--- config.mk ---
export PLATFORM = sky130hd
export DESIGN_NAME = extended_memory_alu_ops
export DESIGN_NICKNAME = d
export VERILOG_FILES = /design/src/inc/ext_alu_pkg.sv /design/src/design/extended_memory_alu_ops.sv
export VERILOG_INCLUDE_DIRS = /design/src /design/src/inc
export SDC_FILE = /design/constraint.sdc
export NUM_CORES = 1
export LEC_CHECK = 0
export BUFFER_PORTS_ARGS = -buffer_cell sky130_fd_sc_hd__buf_2
export CAP_MARGIN = 20
export CORE_MARGIN = 10
export CORE_UTILIZATION = 50
export CTS_CLUSTER_DIAMETER = 40
export DETAILED_ROUTE_END_ITERATION = 7
export PLACE_DENSITY_LB_ADDON = 0.3
export SYNTH_ARGS = -nofsm -noshare
export SYNTH_HDL_FRONTEND = slang
export SYNTH_SLANG_ARGS = --single-unit
export TNS_END_PERCENT = 5
--- constraint.sdc ---
create_clock -name clk_sys -period 3.9 [get_ports clk_sys]
set_clock_uncertainty 0.05 [all_clocks]
set_input_delay 0.585 -clock clk_sys [delete_from_list [all_inputs] [get_ports clk_sys]]
set_output_delay 0.585 -clock clk_sys [all_outputs]
set_load 0.1 [all_outputs]
--- src/inc/ext_alu_consts.svh ---
// Offsets, field positions, reset values and widths of the extended-memory ALU
`ifndef EXT_ALU_CONSTS_SVH
`define EXT_ALU_CONSTS_SVH

// Full data memory address: section bits above the byte offset
`define EXT_ADDR_W 11
`define EXT_PADDR_W 12

// APB register byte addresses
`define EXT_REG_ACCUM 12'h000
`define EXT_REG_FLAGS 12'h004
`define EXT_REG_STATUS 12'h008

// Flag bit positions inside the flag register
`define EXT_FLAG_W 6
`define EXT_FLAG_CARRY 0
`define EXT_FLAG_HALF 1
`define EXT_FLAG_ZERO 2
`define EXT_FLAG_RANGE 3
`define EXT_FLAG_SIGN 4
`define EXT_FLAG_CHAIN 5

// Status register fields
`define EXT_STAT_BUSY 0
`define EXT_STAT_SKIP_LO 8

// Reset values and data constants
`define EXT_ACC_RST 8'h00
`define EXT_FLAGS_RST 6'h00
`define EXT_ALL_ONES 8'hFF
`define EXT_ONE 8'h01
`define EXT_ZERO 8'h00

`endif

--- src/inc/ext_alu_pkg.sv ---
// Types shared by the extended-memory ALU datapath
package ext_alu_pkg;

  // Operations offered by the instruction sequencer
  typedef enum logic [4:0] {
    op_far_move_load,
    op_far_move_store,
    op_far_or_to_accum,
    op_far_or_to_memory,
    op_rotate_left_byte,
    op_rotate_left_to_accum,
    op_rotate_left_thru_carry,
    op_rotate_left_thru_carry_to_accum,
    op_rotate_right_byte,
    op_rotate_right_to_accum,
    op_rotate_right_thru_carry,
    op_rotate_right_thru_carry_to_accum,
    op_sub_with_borrow_to_accum,
    op_sub_with_borrow_to_memory,
    op_subtract_to_accum,
    op_subtract_to_memory,
    op_decrement_skip_zero,
    op_decrement_skip_zero_to_accum,
    op_increment_skip_zero,
    op_increment_skip_zero_to_accum,
    op_set_byte,
    op_set_bit,
    op_skip_if_nonzero_bit,
    op_skip_if_nonzero_byte
  } op_e;

  // Execution phases
  typedef enum logic [2:0] {
    ph_idle,
    ph_read,
    ph_exec,
    ph_write,
    ph_dummy
  } phase_e;

endpackage

--- src/design/extended_memory_alu_ops.sv ---
// Extended-memory ALU datapath: far moves, OR, rotates, subtracts, set and skip forms
//
// Register access over APB and the register addresses are this design's own decisions.
`timescale 1ns/1ps
`include "ext_alu_consts.svh"
// What this block does
// - Load copies memory byte to accumulator, flags untouched
// - Store writes accumulator into memory byte, flags untouched
// - OR of accumulator and byte to either target, only zero flag updated
// - Rotate left moves bit 7 to bit 0, no flags change
// - Accumulator-target rotates write accumulator and leave memory alone
// - Rotate left through carry: bit 7 to carry, carry to bit 0
// - Rotate right moves bit 0 to bit 7, no flags change
// - Rotate right through carry: bit 0 to carry, carry to bit 7
// - Subtract with borrow: accumulator minus byte minus inverted carry
// - Subtraction clears carry when negative, sets it otherwise
// - Subtractions update range, zero, half, carry, sign and chain flags
// - Plain subtract: accumulator minus byte, either target
// - A met skip inserts one dummy cycle, four cycles in all
// - Decrement byte, write back, skip when new value zero
// - Increment byte, write back, skip when zero, flags untouched
// - Accumulator forms of inc/dec skip write only the accumulator
// - Set byte writes all ones, flags untouched
// - Set bit forces the selected bit only
// - Bit test skips when selected bit is one
// - Byte test rewrites the byte and skips when nonzero
// - Full address reaches any memory section
module extended_memory_alu_ops (
  input wire logic clk_sys, // Core clock, 50 MHz
  input wire logic reset, // Synchronous reset, active high
  input wire logic op_valid, // Sequencer offers an operation
  output logic op_ready, // Datapath idle
  input wire ext_alu_pkg::op_e op_code, // Operation to run
  input wire logic [`EXT_ADDR_W-1:0] op_addr, // Section plus offset address
  input wire logic [2:0] op_bit, // Bit select for bit forms
  output logic op_done, // Operation finished, one cycle
  output logic squash_next, // Dummy cycle, discard next fetch
  output logic [`EXT_ADDR_W-1:0] mem_addr, // Data memory address
  output logic mem_rd, // Read strobe, data next cycle
  input wire logic [7:0] mem_rdata, // Read data
  output logic mem_wr, // Write strobe
  output logic [7:0] mem_wdata, // Write data
  output logic [7:0] accum, // Accumulator
  output logic [`EXT_FLAG_W-1:0] status_flags, // Flag register
  input wire logic psel, // APB select
  input wire logic penable, // APB enable
  input wire logic pwrite, // APB direction
  input wire logic [`EXT_PADDR_W-1:0] paddr, // APB address
  input wire logic [31:0] pwdata, // APB write data
  output logic [31:0] prdata, // APB read data
  output logic pready, // APB ready
  output logic pslverr // APB error on unmapped address
);
  import ext_alu_pkg::*;

  typedef struct packed {
    phase_e phase;
    op_e op;
    logic [`EXT_ADDR_W-1:0] addr;
    logic [2:0] bit_sel;
    logic [7:0] acc;
    logic [`EXT_FLAG_W-1:0] flags;
    logic rd;
    logic wr;
    logic [7:0] wdata;
    logic skip;
    logic [7:0] skip_cnt;
    logic [31:0] rdata;
  } state_s;

  state_s st;
  state_s next_st;
  logic [8:0] diff9;
  logic [4:0] half5;
  logic borrow;
  logic [7:0] res;
  logic [7:0] sub_res;
  logic in_exec;
  logic apb_hit;

  // Handshake and output wiring
  assign in_exec = st.phase == ph_exec;
  assign op_ready = st.phase == ph_idle;
  assign op_done = (st.phase == ph_write && !st.skip) || st.phase == ph_dummy;
  assign squash_next = st.phase == ph_dummy;
  assign mem_addr = st.addr;
  assign mem_rd = st.rd;
  assign mem_wr = st.wr;
  assign mem_wdata = st.wdata;
  assign accum = st.acc;
  assign status_flags = st.flags;
  assign prdata = st.rdata;
  assign pready = 1'b1;

  // Address decode for APB
  always_comb begin
    if (paddr == `EXT_REG_ACCUM) begin
      apb_hit = 1'b1;
    end else if (paddr == `EXT_REG_FLAGS) begin
      apb_hit = 1'b1;
    end else if (paddr == `EXT_REG_STATUS) begin
      apb_hit = 1'b1;
    end else begin
      apb_hit = 1'b0;
    end
  end
  assign pslverr = psel && penable && !apb_hit;

  // Shared subtractor, borrow only for the borrow forms
  always_comb begin
    borrow = 1'b0;
    if (st.op == op_sub_with_borrow_to_accum || st.op == op_sub_with_borrow_to_memory) begin
      borrow = !st.flags[`EXT_FLAG_CARRY];
    end
    diff9 = {1'b0, st.acc} - {1'b0, mem_rdata} - {8'h00, borrow};
    half5 = {1'b0, st.acc[3:0]} - {1'b0, mem_rdata[3:0]} - {4'h0, borrow};
    sub_res = diff9[7:0];
  end

  // Next-state logic
  always_comb begin
    next_st = st;
    res = `EXT_ZERO;
    next_st.rd = 1'b0;
    next_st.wr = 1'b0;
    // APB register access; datapath updates below win on a collision
    if (psel && !penable) begin
      next_st.rdata = 32'h0000_0000;
      if (paddr == `EXT_REG_ACCUM) begin
        next_st.rdata[7:0] = st.acc;
      end else if (paddr == `EXT_REG_FLAGS) begin
        next_st.rdata[`EXT_FLAG_W-1:0] = st.flags;
      end else if (paddr == `EXT_REG_STATUS) begin
        next_st.rdata[`EXT_STAT_BUSY] = st.phase != ph_idle;
        next_st.rdata[`EXT_STAT_SKIP_LO +: 8] = st.skip_cnt;
      end
    end
    if (psel && penable && pwrite) begin
      if (paddr == `EXT_REG_ACCUM) begin
        next_st.acc = pwdata[7:0];
      end else if (paddr == `EXT_REG_FLAGS) begin
        next_st.flags = pwdata[`EXT_FLAG_W-1:0];
      end
    end
    case (st.phase)
      ph_idle: begin
        if (op_valid) begin
          next_st.phase = ph_read;
          next_st.op = op_code;
          next_st.addr = op_addr;
          next_st.bit_sel = op_bit;
          next_st.rd = 1'b1;
          next_st.skip = 1'b0;
        end
      end
      ph_read: begin
        next_st.phase = ph_exec;
      end
      ph_exec: begin
        next_st.phase = ph_write;
        case (st.op)
          op_far_move_load: begin
            next_st.acc = mem_rdata;
          end
          op_far_move_store: begin
            next_st.wr = 1'b1;
            next_st.wdata = st.acc;
          end
          op_far_or_to_accum, op_far_or_to_memory: begin
            res = st.acc | mem_rdata;
            next_st.flags[`EXT_FLAG_ZERO] = res == `EXT_ZERO;
            if (st.op == op_far_or_to_accum) begin
              next_st.acc = res;
            end else begin
              next_st.wr = 1'b1;
              next_st.wdata = res;
            end
          end
          op_rotate_left_byte: begin
            next_st.wr = 1'b1;
            next_st.wdata = {mem_rdata[6:0], mem_rdata[7]};
          end
          op_rotate_left_to_accum: begin
            next_st.acc = {mem_rdata[6:0], mem_rdata[7]};
          end
          op_rotate_left_thru_carry, op_rotate_left_thru_carry_to_accum: begin
            res = {mem_rdata[6:0], st.flags[`EXT_FLAG_CARRY]};
            next_st.flags[`EXT_FLAG_CARRY] = mem_rdata[7];
            if (st.op == op_rotate_left_thru_carry_to_accum) begin
              next_st.acc = res;
            end else begin
              next_st.wr = 1'b1;
              next_st.wdata = res;
            end
          end
          op_rotate_right_byte: begin
            next_st.wr = 1'b1;
            next_st.wdata = {mem_rdata[0], mem_rdata[7:1]};
          end
          op_rotate_right_to_accum: begin
            next_st.acc = {mem_rdata[0], mem_rdata[7:1]};
          end
          op_rotate_right_thru_carry, op_rotate_right_thru_carry_to_accum: begin
            res = {st.flags[`EXT_FLAG_CARRY], mem_rdata[7:1]};
            next_st.flags[`EXT_FLAG_CARRY] = mem_rdata[0];
            if (st.op == op_rotate_right_thru_carry_to_accum) begin
              next_st.acc = res;
            end else begin
              next_st.wr = 1'b1;
              next_st.wdata = res;
            end
          end
          op_sub_with_borrow_to_accum, op_sub_with_borrow_to_memory,
          op_subtract_to_accum, op_subtract_to_memory: begin
            // Carry is the inverted borrow out of the ninth bit
            next_st.flags[`EXT_FLAG_CARRY] = !diff9[8];
            next_st.flags[`EXT_FLAG_HALF] = !half5[4];
            next_st.flags[`EXT_FLAG_ZERO] = sub_res == `EXT_ZERO;
            next_st.flags[`EXT_FLAG_RANGE] = (st.acc[7] ^ mem_rdata[7]) & (st.acc[7] ^ sub_res[7]);
            next_st.flags[`EXT_FLAG_SIGN] = (st.acc[7] ^ mem_rdata[7]) & (st.acc[7] ^ sub_res[7]) ^ sub_res[7];
            if (st.op == op_sub_with_borrow_to_accum || st.op == op_sub_with_borrow_to_memory) begin
              // Chained zero spans a multi-byte subtract
              next_st.flags[`EXT_FLAG_CHAIN] = (sub_res == `EXT_ZERO) & st.flags[`EXT_FLAG_CHAIN];
            end else begin
              next_st.flags[`EXT_FLAG_CHAIN] = sub_res == `EXT_ZERO;
            end
            if (st.op == op_sub_with_borrow_to_accum || st.op == op_subtract_to_accum) begin
              next_st.acc = sub_res;
            end else begin
              next_st.wr = 1'b1;
              next_st.wdata = sub_res;
            end
          end
          op_decrement_skip_zero, op_decrement_skip_zero_to_accum: begin
            res = mem_rdata - `EXT_ONE;
            next_st.skip = res == `EXT_ZERO;
            if (st.op == op_decrement_skip_zero_to_accum) begin
              next_st.acc = res;
            end else begin
              next_st.wr = 1'b1;
              next_st.wdata = res;
            end
          end
          op_increment_skip_zero, op_increment_skip_zero_to_accum: begin
            res = mem_rdata + `EXT_ONE;
            next_st.skip = res == `EXT_ZERO;
            if (st.op == op_increment_skip_zero_to_accum) begin
              next_st.acc = res;
            end else begin
              next_st.wr = 1'b1;
              next_st.wdata = res;
            end
          end
          op_set_byte: begin
            next_st.wr = 1'b1;
            next_st.wdata = `EXT_ALL_ONES;
          end
          op_set_bit: begin
            next_st.wr = 1'b1;
            next_st.wdata = mem_rdata | (`EXT_ONE << st.bit_sel);
          end
          op_skip_if_nonzero_bit: begin
            next_st.skip = mem_rdata[st.bit_sel];
          end
          op_skip_if_nonzero_byte: begin
            next_st.wr = 1'b1;
            next_st.wdata = mem_rdata;
            next_st.skip = mem_rdata != `EXT_ZERO;
          end
          default: begin
            next_st.phase = ph_write;
          end
        endcase
      end
      ph_write: begin
        // A met skip adds the dummy cycle
        next_st.phase = st.skip ? ph_dummy : ph_idle;
        if (st.skip) begin
          next_st.skip_cnt = st.skip_cnt + 8'h01;
        end
      end
      ph_dummy: begin
        next_st.phase = ph_idle;
        next_st.skip = 1'b0;
      end
      default: begin
        next_st.phase = ph_idle;
      end
    endcase
  end

  // State register
  always_ff @(posedge clk_sys) begin
    if (reset) begin
      st <= '0;
      st.acc <= `EXT_ACC_RST;
      st.flags <= `EXT_FLAGS_RST;
    end else begin
      st <= next_st;
    end
  end
endmodule

==> report_table.html, run 1 <==
<table>
<tr><th>Metric</th><th>Value</th></tr>
<tr><th colspan="2">Clocking</th></tr>
<tr><td>Post-CTS Hold Buffers</td><td>0</td></tr>
<tr><td>Clock sink total</td><td>71</td></tr>
<tr><td>Clk_lat worst skew</td><td>0.33 ns</td></tr>
<tr><td>TritonCTS clock tree</td><td>yes</td></tr>
<tr><td># resized after CTS</td><td>0</td></tr>
<tr><td>Worst-path clk slew</td><td>0.06 ns</td></tr>
<tr><td>H-tree Lvls</td><td>3</td></tr>
<tr><td>Number of CTS-inserted buffers</td><td>9</td></tr>
<tr><td>Buffer count from post-CTS setup fixing</td><td>0</td></tr>
<tr><td>Clock tree buffer depth</td><td>2</td></tr>
<tr><td>Root Buffer Master</td><td>clkbuf_16</td></tr>
<tr><th colspan="2">GRT</th></tr>
<tr><td>Total overflow reported by the global router</td><td>0</td></tr>
<tr><td>Maximum number of pins on one net before global-route repair</td><td>50</td></tr>
<tr><td>Antenna violations before repair</td><td>0</td></tr>
<tr><td>Global-route wire length before repair</td><td>around 31000 µm</td></tr>
<tr><td>Aggregate global-route resource usage</td><td>23.35%</td></tr>
<tr><td>Number of global-route vias before repair</td><td>5605</td></tr>
<tr><th colspan="2">Run status</th></tr>
<tr><td>Status</td><td>finished with violations</td></tr>
<tr><td>Failing checks</td><td>DRC</td></tr>
<tr><th colspan="2">Die</th></tr>
<tr><td>Area enclosed by the die boundary</td><td>0.01627 mm²</td></tr>
<tr><td>Number of placement rows</td><td>39</td></tr>
<tr><td>Chip Height</td><td>127.5 µm</td></tr>
<tr><td>Floorplan die width</td><td>127.5 µm</td></tr>
<tr><td>Starting Density</td><td>50.86%</td></tr>
<tr><td>Placeable core region</td><td>around 0.011 mm²</td></tr>
<tr><td>I/O pins</td><td>149</td></tr>
<tr><th colspan="2">Timing</th></tr>
<tr><td>Setup total negative slack</td><td>0 ns</td></tr>
<tr><td>Number of endpoints failing setup at the final stage</td><td>0</td></tr>
<tr><td>Unrepaired setup endpoints after global routing</td><td>no</td></tr>
<tr><td>Tightest slew margin relative to the limit</td><td>a little over two fifths</td></tr>
<tr><td>Max-slew violations</td><td>0</td></tr>
<tr><td>Timing-limited maximum frequency</td><td>0.2847 GHz</td></tr>
<tr><td>Slew at the pin closest to its max-slew limit</td><td>0.8347 ns</td></tr>
<tr><td>Clock period minus worst slack</td><td>about 3.5 ns</td></tr>
<tr><td>Final Hold Violating Endpoints</td><td>0</td></tr>
<tr><td>Final period utilization</td><td>90.08%</td></tr>
<tr><th colspan="2">Synthesis</th></tr>
<tr><td>Fraction of synthesized cell area in xor and xnor cells</td><td>~4.4%</td></tr>
<tr><td>Netlist Area Pre-Place</td><td>0.005783 mm²</td></tr>
<tr><td>Share of synthesized area spent on multiplexers</td><td>5.019%</td></tr>
<tr><td>Share of flip-flops with an asynchronous set or reset</td><td>0%</td></tr>
<tr><td>Post-synth EDFFs</td><td>0</td></tr>
<tr><td>Simple-Gate Fraction of Synth Area</td><td>23.69%</td></tr>
<tr><td>Complex-gate fraction of the synthesized area</td><td>22.05%</td></tr>
<tr><td>Most common flop cell mapped by yosys</td><td>dfxtp_1</td></tr>
<tr><td>Synth Instances</td><td>~760</td></tr>
<tr><td>Post-Synth Adder-Cell Area</td><td>6.318%</td></tr>
<tr><td>Largest family of logic cells by synthesized area</td><td>simple AND/OR/NAND/NOR gates</td></tr>
<tr><td>Sequential cell area fraction in the yosys report</td><td>24.58%</td></tr>
<tr><td>Number of warnings issued by yosys</td><td>0</td></tr>
<tr><td>Total of flip-flops plus latches after synthesis</td><td>71</td></tr>
<tr><td>Synth cell types</td><td>70</td></tr>
<tr><td>Syn_area_per_cell</td><td>7.619 µm²</td></tr>
<tr><th colspan="2">Power</th></tr>
<tr><td>Peak supply drop</td><td>0.3178 mV</td></tr>
<tr><td>Clk network pwr share</td><td>between 30% and 40%</td></tr>
<tr><td>Switching portion of total power</td><td>between 30% and 40%</td></tr>
<tr><td>Total power divided by cell area</td><td>between 300 and 400 mW/mm²</td></tr>
<tr><td>Leakage Power</td><td>2.574 nW</td></tr>
<tr><td>Internal power consumption</td><td>1.477 mW</td></tr>
<tr><td>Combinational Power Share</td><td>34.2%</td></tr>
<tr><td>Reg power frac</td><td>32.3%</td></tr>
<tr><td>Net load switching power</td><td>0.9527 mW</td></tr>
<tr><th colspan="2">Min path</th></tr>
<tr><td>Cell count of the worst hold path</td><td>2</td></tr>
<tr><td>Path class of the lowest-slack min-delay path</td><td>flop to flop</td></tr>
<tr><th colspan="2">Detailed routing</th></tr>
<tr><td>Number of remaining DRC errors</td><td>1</td></tr>
<tr><td>Overall routed net length</td><td>roughly 20000 µm</td></tr>
<tr><td>Vias per std cell</td><td>6.175</td></tr>
<tr><td>Number of violations reported at the end of detailed-routing iteration 0</td><td>670</td></tr>
<tr><td>Final ANT Viol Nets</td><td>0</td></tr>
<tr><td>Routed length per instance</td><td>21.01 µm</td></tr>
<tr><td>Via count</td><td>5823</td></tr>
<tr><td>First-pass iteration count of the detailed router</td><td>8</td></tr>
<tr><th colspan="2">Placement</th></tr>
<tr><td>Final GP Congestion</td><td>1.050</td></tr>
<tr><td>Cell count after placement</td><td>927</td></tr>
<tr><td>Count of port buffers added during placement</td><td>107</td></tr>
<tr><td>DP HPWL</td><td>roughly 15000 µm</td></tr>
<tr><th colspan="2">Critical path</th></tr>
<tr><td>Reg-to-reg critical path startpoint</td><td>st[83]</td></tr>
<tr><td>Crit-path max FO</td><td>3</td></tr>
<tr><td>Kind of critical path</td><td>flop to flop</td></tr>
<tr><td>Worst EP required</td><td>4.07 ns</td></tr>
<tr><td>Worst reg-to-reg path cell count</td><td>11</td></tr>
<tr><td>Critical Path Start</td><td>st[83]</td></tr>
<tr><td>Worst Setup End Kind</td><td>flop</td></tr>
<tr><td>Critical path endpoint</td><td>status_flags[2]</td></tr>
<tr><td>Worst R2R End</td><td>status_flags[2]</td></tr>
<tr><td>Crit path launch type</td><td>flop</td></tr>
<tr><td>Arrival time reported for the critical path endpoint</td><td>between 3 and 4 ns</td></tr>
<tr><td>Setup slack, reg-to-reg</td><td>0.39 ns</td></tr>
<tr><th colspan="2">Final layout</th></tr>
<tr><td>Post-Layout Cell Count</td><td>943</td></tr>
<tr><td>Antenna diodes</td><td>0</td></tr>
<tr><td># nets final</td><td>900</td></tr>
<tr><td>Proportion of layout cells with a drive suffix above 1</td><td>20.63%</td></tr>
<tr><td>Area Overhead vs Synth</td><td>9.260%</td></tr>
<tr><td>Number of fill cells</td><td>~1100</td></tr>
<tr><th colspan="2">Run</th></tr>
<tr><td>Max-cap violations</td><td>0</td></tr>
</table>
[cells by family after synthesis]
| kind of cell | Yosys count |
|---|---|
| AND/OR/NAND/NOR | 272 |
| AO/OA/AOI/OAI | 187 |
| buffers and inverters | 144 |
| flip-flops | 71 |
| XOR/XNOR | 29 |
| adder cells (fa/ha/maj) | 28 |
| multiplexers | 26 |
| other | 2 |
[area by class of cell]
type                       count  area, µm²  area share [%]
tap                          143      178.9           2.832
sequential                    71       1421           22.49
timing repair buffer         129      700.7           11.09
multi-input combinational    559       3623           57.35
clock inverter                 6      71.32           1.129
clock buffer                  10      229.0           3.624
inverter                      25      93.84           1.485
[placed cells by master, fill, tap and decap left out, types with 13 or more instances in the layout]
cell      count
nand3_1      17
nor2_1       75
xnor2_1      19
a21oi_1      62
nand2_1      68
buf_2       107
inv_1        25
dfxtp_1      71
mux2i_1      20
ha_1         26
nor3_1       21
a22oi_1      16
buf_4        22
a211oi_1     14
nand4_1      13
conb_1       17
[registers in the layout, indices dropped and copies added (netlist names)]
| signal | flops |
|---|---|
| accum | 8 |
| mem_addr | 11 |
| mem_rd | 1 |
| mem_wdata | 8 |
| mem_wr | 1 |
| prdata | 16 |
| st | 20 |
| status_flags | 6 |
[Yosys cell counts, drive strengths merged, types with 4 or more instances]
cell type	number	area share, %
clkbuf	37	2.4
a22o	7	1.1
o22ai	11	1.2
o32ai	4	0.61
nand4	13	1.4
o21a	4	0.52
a311oi	4	0.61
a211oi	14	1.8
a21oi	62	5.4
ha	26	5.6
mux2i	20	3.5
nor3b	6	0.78
o21ai	11	0.95
nand3	18	1.6
nor4	13	1.9
a22oi	16	2.1
and2	4	0.43
inv	25	1.6
nor2	76	5.0
nand2	68	4.4
nor3	23	2.2
mux2	4	0.78
xor2	10	1.5
xnor2	19	2.9
a221oi	7	1.1
a32oi	4	0.61
buf	82	9.8
o21bai	4	0.52
or3	9	0.97
nor2b	8	0.87
o211ai	7	0.91
a31oi	5	0.54
o221ai	4	0.61
and3	7	0.76
nand2b	10	1.1
or2	5	0.54
dfxtp	71	25
[worst max-delay path, cell delays in order (launching register included)]
cell,delay [ns]
dfxtp_1,0.30
and2b_1,0.20
nand2_1,0.09
or3_1,0.38
fa_1,0.44
fa_1,0.43
o21a_1,0.21
o22ai_1,0.20
xor2_1,0.35
nand4_1,0.12
or3_1,0.36
a221oi_1,0.27
[metal layers]
| metal | GRT usage [%] | share of wire (%) | vias to the layer above |
|---|---|---|---|
| met2 | 36.39 | 44 | 325 |
| met4 | 7.636 | 2.2 | 0 |
| met5 | 0 | 0 | - |
| li1 | - | - | 2728 |
| met1 | 30.35 | 43 | 2735 |
| met3 | 6.576 | 11 | 35 |
[per-stage QoR]
stage / total power, mW / hold slack (ns) / cell area, µm² / setup slack, ns / utilization, %
finish: 2.430 / 0.4053 / 6319 / 0.3870 / 55.57
global route: 2.528 / 0.4337 / 6319 / 0.2587 / 55.57
CTS: 2.427 / 0.4085 / 6319 / 0.4238 / 55.57
detailed placement: 1.611 / 0.4001 / 6018 / 0.4489 / 52.93
global placement: 1.602 / 0.3885 / 6018 / 0.4994 / 52.93
floorplan: 1.436 / 0.3867 / 5844 / 0.09123 / -
[power groups by stage]
stage	registers [mW]	logic, mW	clock network [mW]
2_1_floorplan	0.794	0.642	0
3_3_place_gp	0.797	0.805	0
3_5_place_dp	0.799	0.812	0
4_1_cts	0.783	0.816	0.827
5_1_grt	0.787	0.881	0.860
6_report	0.784	0.831	0.815
[worst min path at each step]
stage                 from          end  slack [ns]
6_report       mem_addr[0]  mem_addr[0]        0.41
5_1_grt        mem_addr[9]  mem_addr[9]        0.43
4_1_cts        mem_addr[7]  mem_addr[7]        0.41
3_5_place_dp   mem_addr[7]  mem_addr[7]        0.40
3_3_place_gp   mem_addr[4]  mem_addr[4]        0.39
2_1_floorplan  mem_addr[0]  mem_addr[0]        0.39
(Power assumes the default switching activity.)
==> run 2: changes to the inputs <==
--- a/config.mk
+++ b/config.mk
@@ -6,6 +6,7 @@
 export SDC_FILE = /design/constraint.sdc
 export NUM_CORES = 1
 export LEC_CHECK = 0
+export ABC_AREA = 1
 export BUFFER_PORTS_ARGS = -buffer_cell sky130_fd_sc_hd__buf_2
 export CAP_MARGIN = 20
 export CORE_MARGIN = 10
==> run 2 against run 1 <==
Net effect:
- largest power group unchanged
- critical path depth rose by 10
- sequential power rose by 2%
- synthesized cell count increased by 31%
- sequential share of layout area down 1.6 points
- cell area rose by 7.8%
- first-iteration DRC count shrank 17%
- the run now ends clean
==> report_table.html, run 2 <==
<table>
<tr><th>Metric</th><th>Value</th></tr>
<tr><th colspan="2">Critical path</th></tr>
<tr><td>Critical path cell sequence</td><td>inv_2 -&gt; nor2_4 -&gt; nand2_4 -&gt; nor2_1 -&gt; nand2_1 -&gt; fa_1 -&gt; fa_1 -&gt; inv_1 -&gt; nand2_1 -&gt; nand2_1 -&gt; nand2_1 -&gt; inv_1 -&gt; nand2_1 -&gt; nand2_1 -&gt; inv_1 -&gt; nand2_1 -&gt; nand3_1 -&gt; nor2_1 -&gt; nand2_1 -&gt; nand2_1 -&gt; nor2_2</td></tr>
<tr><td>Worst Setup End Kind</td><td>flop</td></tr>
<tr><td>Setup slack, reg-to-reg</td><td>0.60 ns (+0.21 ns)</td></tr>
<tr><td>Worst R2R End</td><td>mem_wdata[4]</td></tr>
<tr><td>Cell family with most CP delay</td><td>simple AND/OR/NAND/NOR gates</td></tr>
<tr><td>Worst reg-to-reg path cell count</td><td>21 (+10)</td></tr>
<tr><td>Highest-delay cell along the critical path</td><td>dfxtp_1</td></tr>
<tr><td>Crit path launch type</td><td>flop</td></tr>
<tr><td>Crit-path max FO</td><td>5 (+2)</td></tr>
<tr><td>Kind of critical path</td><td>flop to flop</td></tr>
<tr><td>Reg-to-reg critical path startpoint</td><td>st[82]</td></tr>
<tr><td>Arrival time reported for the critical path endpoint</td><td>3.49 ns (-0.20 ns)</td></tr>
<tr><td>Critical path buffer and inverter count</td><td>4 (+4)</td></tr>
<tr><td>Worst EP required</td><td>4.09 ns (+0.02 ns)</td></tr>
<tr><td>Slowest stage delay, CP</td><td>0.47 ns (+0.03 ns)</td></tr>
<tr><td>Cell with the most instances on the worst path</td><td>nand2_1</td></tr>
<tr><th colspan="2">Die</th></tr>
<tr><td>Floorplan die width</td><td>131.9 µm (+3.4%)</td></tr>
<tr><td>Starting Density</td><td>51.66% (+0.80 points)</td></tr>
<tr><td>Number of placement rows</td><td>40 (+2.6%)</td></tr>
<tr><td>Area enclosed by the die boundary</td><td>0.01739 mm² (+6.9%)</td></tr>
<tr><td>Placeable core region</td><td>0.01211 mm² (+6.5%)</td></tr>
<tr><td>Chip Height</td><td>131.9 µm (+3.4%)</td></tr>
<tr><td>I/O pins</td><td>149 (unchanged)</td></tr>
<tr><th colspan="2">Final layout</th></tr>
<tr><td># nets final</td><td>1151 (+28%)</td></tr>
<tr><td>Commonest non-fill, non-tap cells in the layout</td><td>231 x nand2_1, 113 x nor2_1, 107 x buf_2</td></tr>
<tr><td>Most common cell after layout, fill and taps aside</td><td>nand2_1</td></tr>
<tr><td>Number of flip-flops in the largest register</td><td>20 (unchanged)</td></tr>
<tr><td>Top register by number of flip-flops</td><td>st</td></tr>
<tr><td>Proportion of layout cells with a drive suffix above 1</td><td>17.89% (-2.7 points)</td></tr>
<tr><td>Number of fill cells</td><td>1296 (+19%)</td></tr>
<tr><td>Area Overhead vs Synth</td><td>8.898%</td></tr>
<tr><td>Post-Layout Cell Count</td><td>1219 (+29%)</td></tr>
<tr><td>Antenna diodes</td><td>0 (unchanged)</td></tr>
<tr><th colspan="2">Synthesis</th></tr>
<tr><td>Sequential cell area fraction in the yosys report</td><td>22.72% (-1.9 points)</td></tr>
<tr><td>Post-synth EDFFs</td><td>0 (unchanged)</td></tr>
<tr><td>Most common flop cell mapped by yosys</td><td>dfxtp_1</td></tr>
<tr><td>Total of flip-flops plus latches after synthesis</td><td>71 (unchanged)</td></tr>
<tr><td>Library cell with the highest instance count after synthesis</td><td>nand2_1</td></tr>
<tr><td>Post-synthesis cell type with the largest combined area</td><td>dfxtp_1</td></tr>
<tr><td>Netlist Area Pre-Place</td><td>0.006257 mm² (+8.2%)</td></tr>
<tr><td>Synth area leaders</td><td>dfxtp_1 23%, nand2_1 14%, buf_4 8.3%</td></tr>
<tr><td>Number of warnings issued by yosys</td><td>0 (unchanged)</td></tr>
<tr><td>Synth cell types</td><td>51 (-27%)</td></tr>
<tr><td>Area share of the leading cell type in the synthesized netlist</td><td>22.72% (-1.9 points)</td></tr>
<tr><td>Share of flip-flops with an asynchronous set or reset</td><td>0% (unchanged)</td></tr>
<tr><td>Most frequent cells after synthesis</td><td>231 x nand2_1, 113 x nor2_1, 95 x inv_1, 92 x nand3_1, 71 x dfxtp_1</td></tr>
<tr><td>Synth Instances</td><td>996 (+31%)</td></tr>
<tr><td>Syn_area_per_cell</td><td>6.282 µm² (-18%)</td></tr>
<tr><th colspan="2">GRT</th></tr>
<tr><td>Aggregate global-route resource usage</td><td>23.42% (+0.069 points)</td></tr>
<tr><td>Maximum number of pins on one net before global-route repair</td><td>40 (-20%)</td></tr>
<tr><td>Antenna violations before repair</td><td>1 (+1)</td></tr>
<tr><td>Global-route wire length before repair</td><td>33400 µm (+8.3%)</td></tr>
<tr><td>Number of global-route vias before repair</td><td>6274 (+12%)</td></tr>
<tr><td>Total overflow reported by the global router</td><td>0 (unchanged)</td></tr>
<tr><th colspan="2">Detailed routing</th></tr>
<tr><td>Vias per std cell</td><td>5.534 (-10%)</td></tr>
<tr><td>First-pass iteration count of the detailed router</td><td>5 (-3)</td></tr>
<tr><td>Number of violations reported at the end of detailed-routing iteration 0</td><td>557 (-17%)</td></tr>
<tr><td>Number of remaining DRC errors</td><td>0 (-1)</td></tr>
<tr><td>Final ANT Viol Nets</td><td>0 (unchanged)</td></tr>
<tr><td>Routed length per instance</td><td>17.26 µm (-18%)</td></tr>
<tr><td>Via count</td><td>6746 (+16%)</td></tr>
<tr><td>Overall routed net length</td><td>21030 µm (+6.2%)</td></tr>
<tr><th colspan="2">Timing</th></tr>
<tr><td>Number of endpoints failing setup at the final stage</td><td>0 (unchanged)</td></tr>
<tr><td>Slew at the pin closest to its max-slew limit</td><td>0.8982 ns (+0.06345 ns)</td></tr>
<tr><td>Unrepaired setup endpoints after global routing</td><td>no</td></tr>
<tr><td>Final period utilization</td><td>84.64% (-5.4 points)</td></tr>
<tr><td>Timing-limited maximum frequency</td><td>0.3030 GHz (+6.4%)</td></tr>
<tr><td>Final Hold Violating Endpoints</td><td>0 (unchanged)</td></tr>
<tr><td>Worst slack on hold paths</td><td>0.4084 ns (+0.003020 ns)</td></tr>
<tr><td>Tightest slew margin relative to the limit</td><td>39.66% (-4.2 points)</td></tr>
<tr><td>Clock period minus worst slack</td><td>3.301 ns (-0.2121 ns)</td></tr>
<tr><td>Setup total negative slack</td><td>0 ns (unchanged)</td></tr>
<tr><td>Max-slew violations</td><td>0 (unchanged)</td></tr>
<tr><th colspan="2">Min path</th></tr>
<tr><td>Launch point of the worst hold path</td><td>mem_addr[7]</td></tr>
<tr><td>Capture endpoint of the worst hold path</td><td>mem_addr[7]</td></tr>
<tr><td>Path class of the lowest-slack min-delay path</td><td>flop to flop</td></tr>
<tr><td>Cell count of the worst hold path</td><td>2 (unchanged)</td></tr>
<tr><th colspan="2">Clocking</th></tr>
<tr><td>Clock tree buffer depth</td><td>2 (unchanged)</td></tr>
<tr><td>Clock sink total</td><td>71 (unchanged)</td></tr>
<tr><td>Post-CTS Hold Buffers</td><td>0 (unchanged)</td></tr>
<tr><td>Number of CTS-inserted buffers</td><td>9 (unchanged)</td></tr>
<tr><td>Buffer count from post-CTS setup fixing</td><td>0 (unchanged)</td></tr>
<tr><td>H-tree Lvls</td><td>3 (unchanged)</td></tr>
<tr><td>TritonCTS clock tree</td><td>yes</td></tr>
<tr><td>Root Buffer Master</td><td>clkbuf_16</td></tr>
<tr><td># resized after CTS</td><td>0 (unchanged)</td></tr>
<tr><td>Worst-path clk slew</td><td>0.06 ns (about the same)</td></tr>
<tr><td>Clk_lat worst skew</td><td>0.35 ns (+0.02 ns)</td></tr>
<tr><th colspan="2">Power</th></tr>
<tr><td>Leakage Power</td><td>3.286 nW (+28%)</td></tr>
<tr><td>Peak supply drop</td><td>0.3341 mV (+5.1%)</td></tr>
<tr><td>Total Power Consumption</td><td>2.651 mW (+9.1%)</td></tr>
<tr><td>Total power divided by cell area</td><td>389.1 mW/mm² (+1.2%)</td></tr>
<tr><th colspan="2">Placement</th></tr>
<tr><td>DP HPWL</td><td>16610 µm (+8.5%)</td></tr>
<tr><td>Cell count after placement</td><td>1202 (+30%)</td></tr>
<tr><td>Final GP Congestion</td><td>1.031 (-1.7%)</td></tr>
<tr><td>Count of port buffers added during placement</td><td>107 (unchanged)</td></tr>
<tr><th colspan="2">Run status</th></tr>
<tr><td>Status</td><td>finished, final reports clean</td></tr>
<tr><th colspan="2">Run</th></tr>
<tr><td>Max-cap violations</td><td>0 (unchanged)</td></tr>
</table>
## run 2: cell count changes after synthesis, moves of 33 or more
cell / delta
nor2_1: +38
o21ai_0: +33
inv_1: +70
nand3_1: +75
nand2_1: +163
## run 2: report_power, final
group | internal (mW) | switching, mW
Clock | 0.504 | 0.345
Combinational | 0.231 | 0.769
Sequential | 0.765 | 0.0371
Total | 1.50 | 1.15
## run 2: worst reg2reg max path: stages, from the launching register on
cell	delay (ns)
dfxtp_1	0.47
inv_2	0.13
nor2_4	0.14
nand2_4	0.11
nor2_1	0.24
nand2_1	0.12
fa_1	0.45
fa_1	0.43
inv_1	0.07
nand2_1	0.08
nand2_1	0.07
nand2_1	0.11
inv_1	0.09
nand2_1	0.05
nand2_1	0.09
inv_1	0.06
nand2_1	0.08
nand3_1	0.07
nor2_1	0.13
nand2_1	0.06
nand2_1	0.07
nor2_2	0.03
## run 2: worst max path at each step
stage	start	endpoint	slack (ns)	cells after the start
floorplan	paddr[11]	pslverr	0.96	6
global placement	st[82]	mem_wdata[4]	0.68	21
detailed placement	st[82]	mem_wdata[4]	0.66	21
CTS	st[82]	mem_wdata[4]	0.65	21
global route	st[82]	mem_wdata[4]	0.32	21
finish	st[82]	mem_wdata[4]	0.60	21
## run 2: layout make-up
type	count	area, µm²	area share [%]
well taps	168	210.2	3.085
clock buffers	9	225.2	3.305
flip-flops and latches	71	1421	20.86
multi-input cells	735	3816	56.00
repair buffers	118	638.1	9.365
clock inverters	7	80.08	1.175
inverters	111	422.9	6.206
## run 2: cell families (layout without fill, tap and decap cells)
family          after synthesis  after routing  share of synthesized area [%]
simple gates                526            526                          39.07
xor+xnor                      4              4                         0.5600
fa+ha+maj                    28             28                          5.839
other cells                   2             17                         0.1200
buf+inv                     205            245                          17.20
compound gates              160            160                          14.50
flops                        71             71                          22.72
## run 2: per-stage QoR
step / setup slack (ns) / cell area, µm² / utilization (%)
2_1_floorplan: 0.9618 / 6314 / -
3_3_place_gp: 0.6846 / 6481 / 53.51
3_5_place_dp: 0.6646 / 6481 / 53.51
4_1_cts: 0.6470 / 6787 / 56.03
5_1_grt: 0.3247 / 6814 / 56.26
6_report: 0.5991 / 6814 / 56.26
## run 2: metal layers
layer,track usage [%],vias to the layer above,wire length (µm),share of wire [%]
met5,0,-,13,0.062
met4,9.889,2,734,3.5
met3,5.793,50,1998,9.5
met2,35.87,351,9313,44
met1,30.48,3042,8974,43
li1,-,3301,-,-
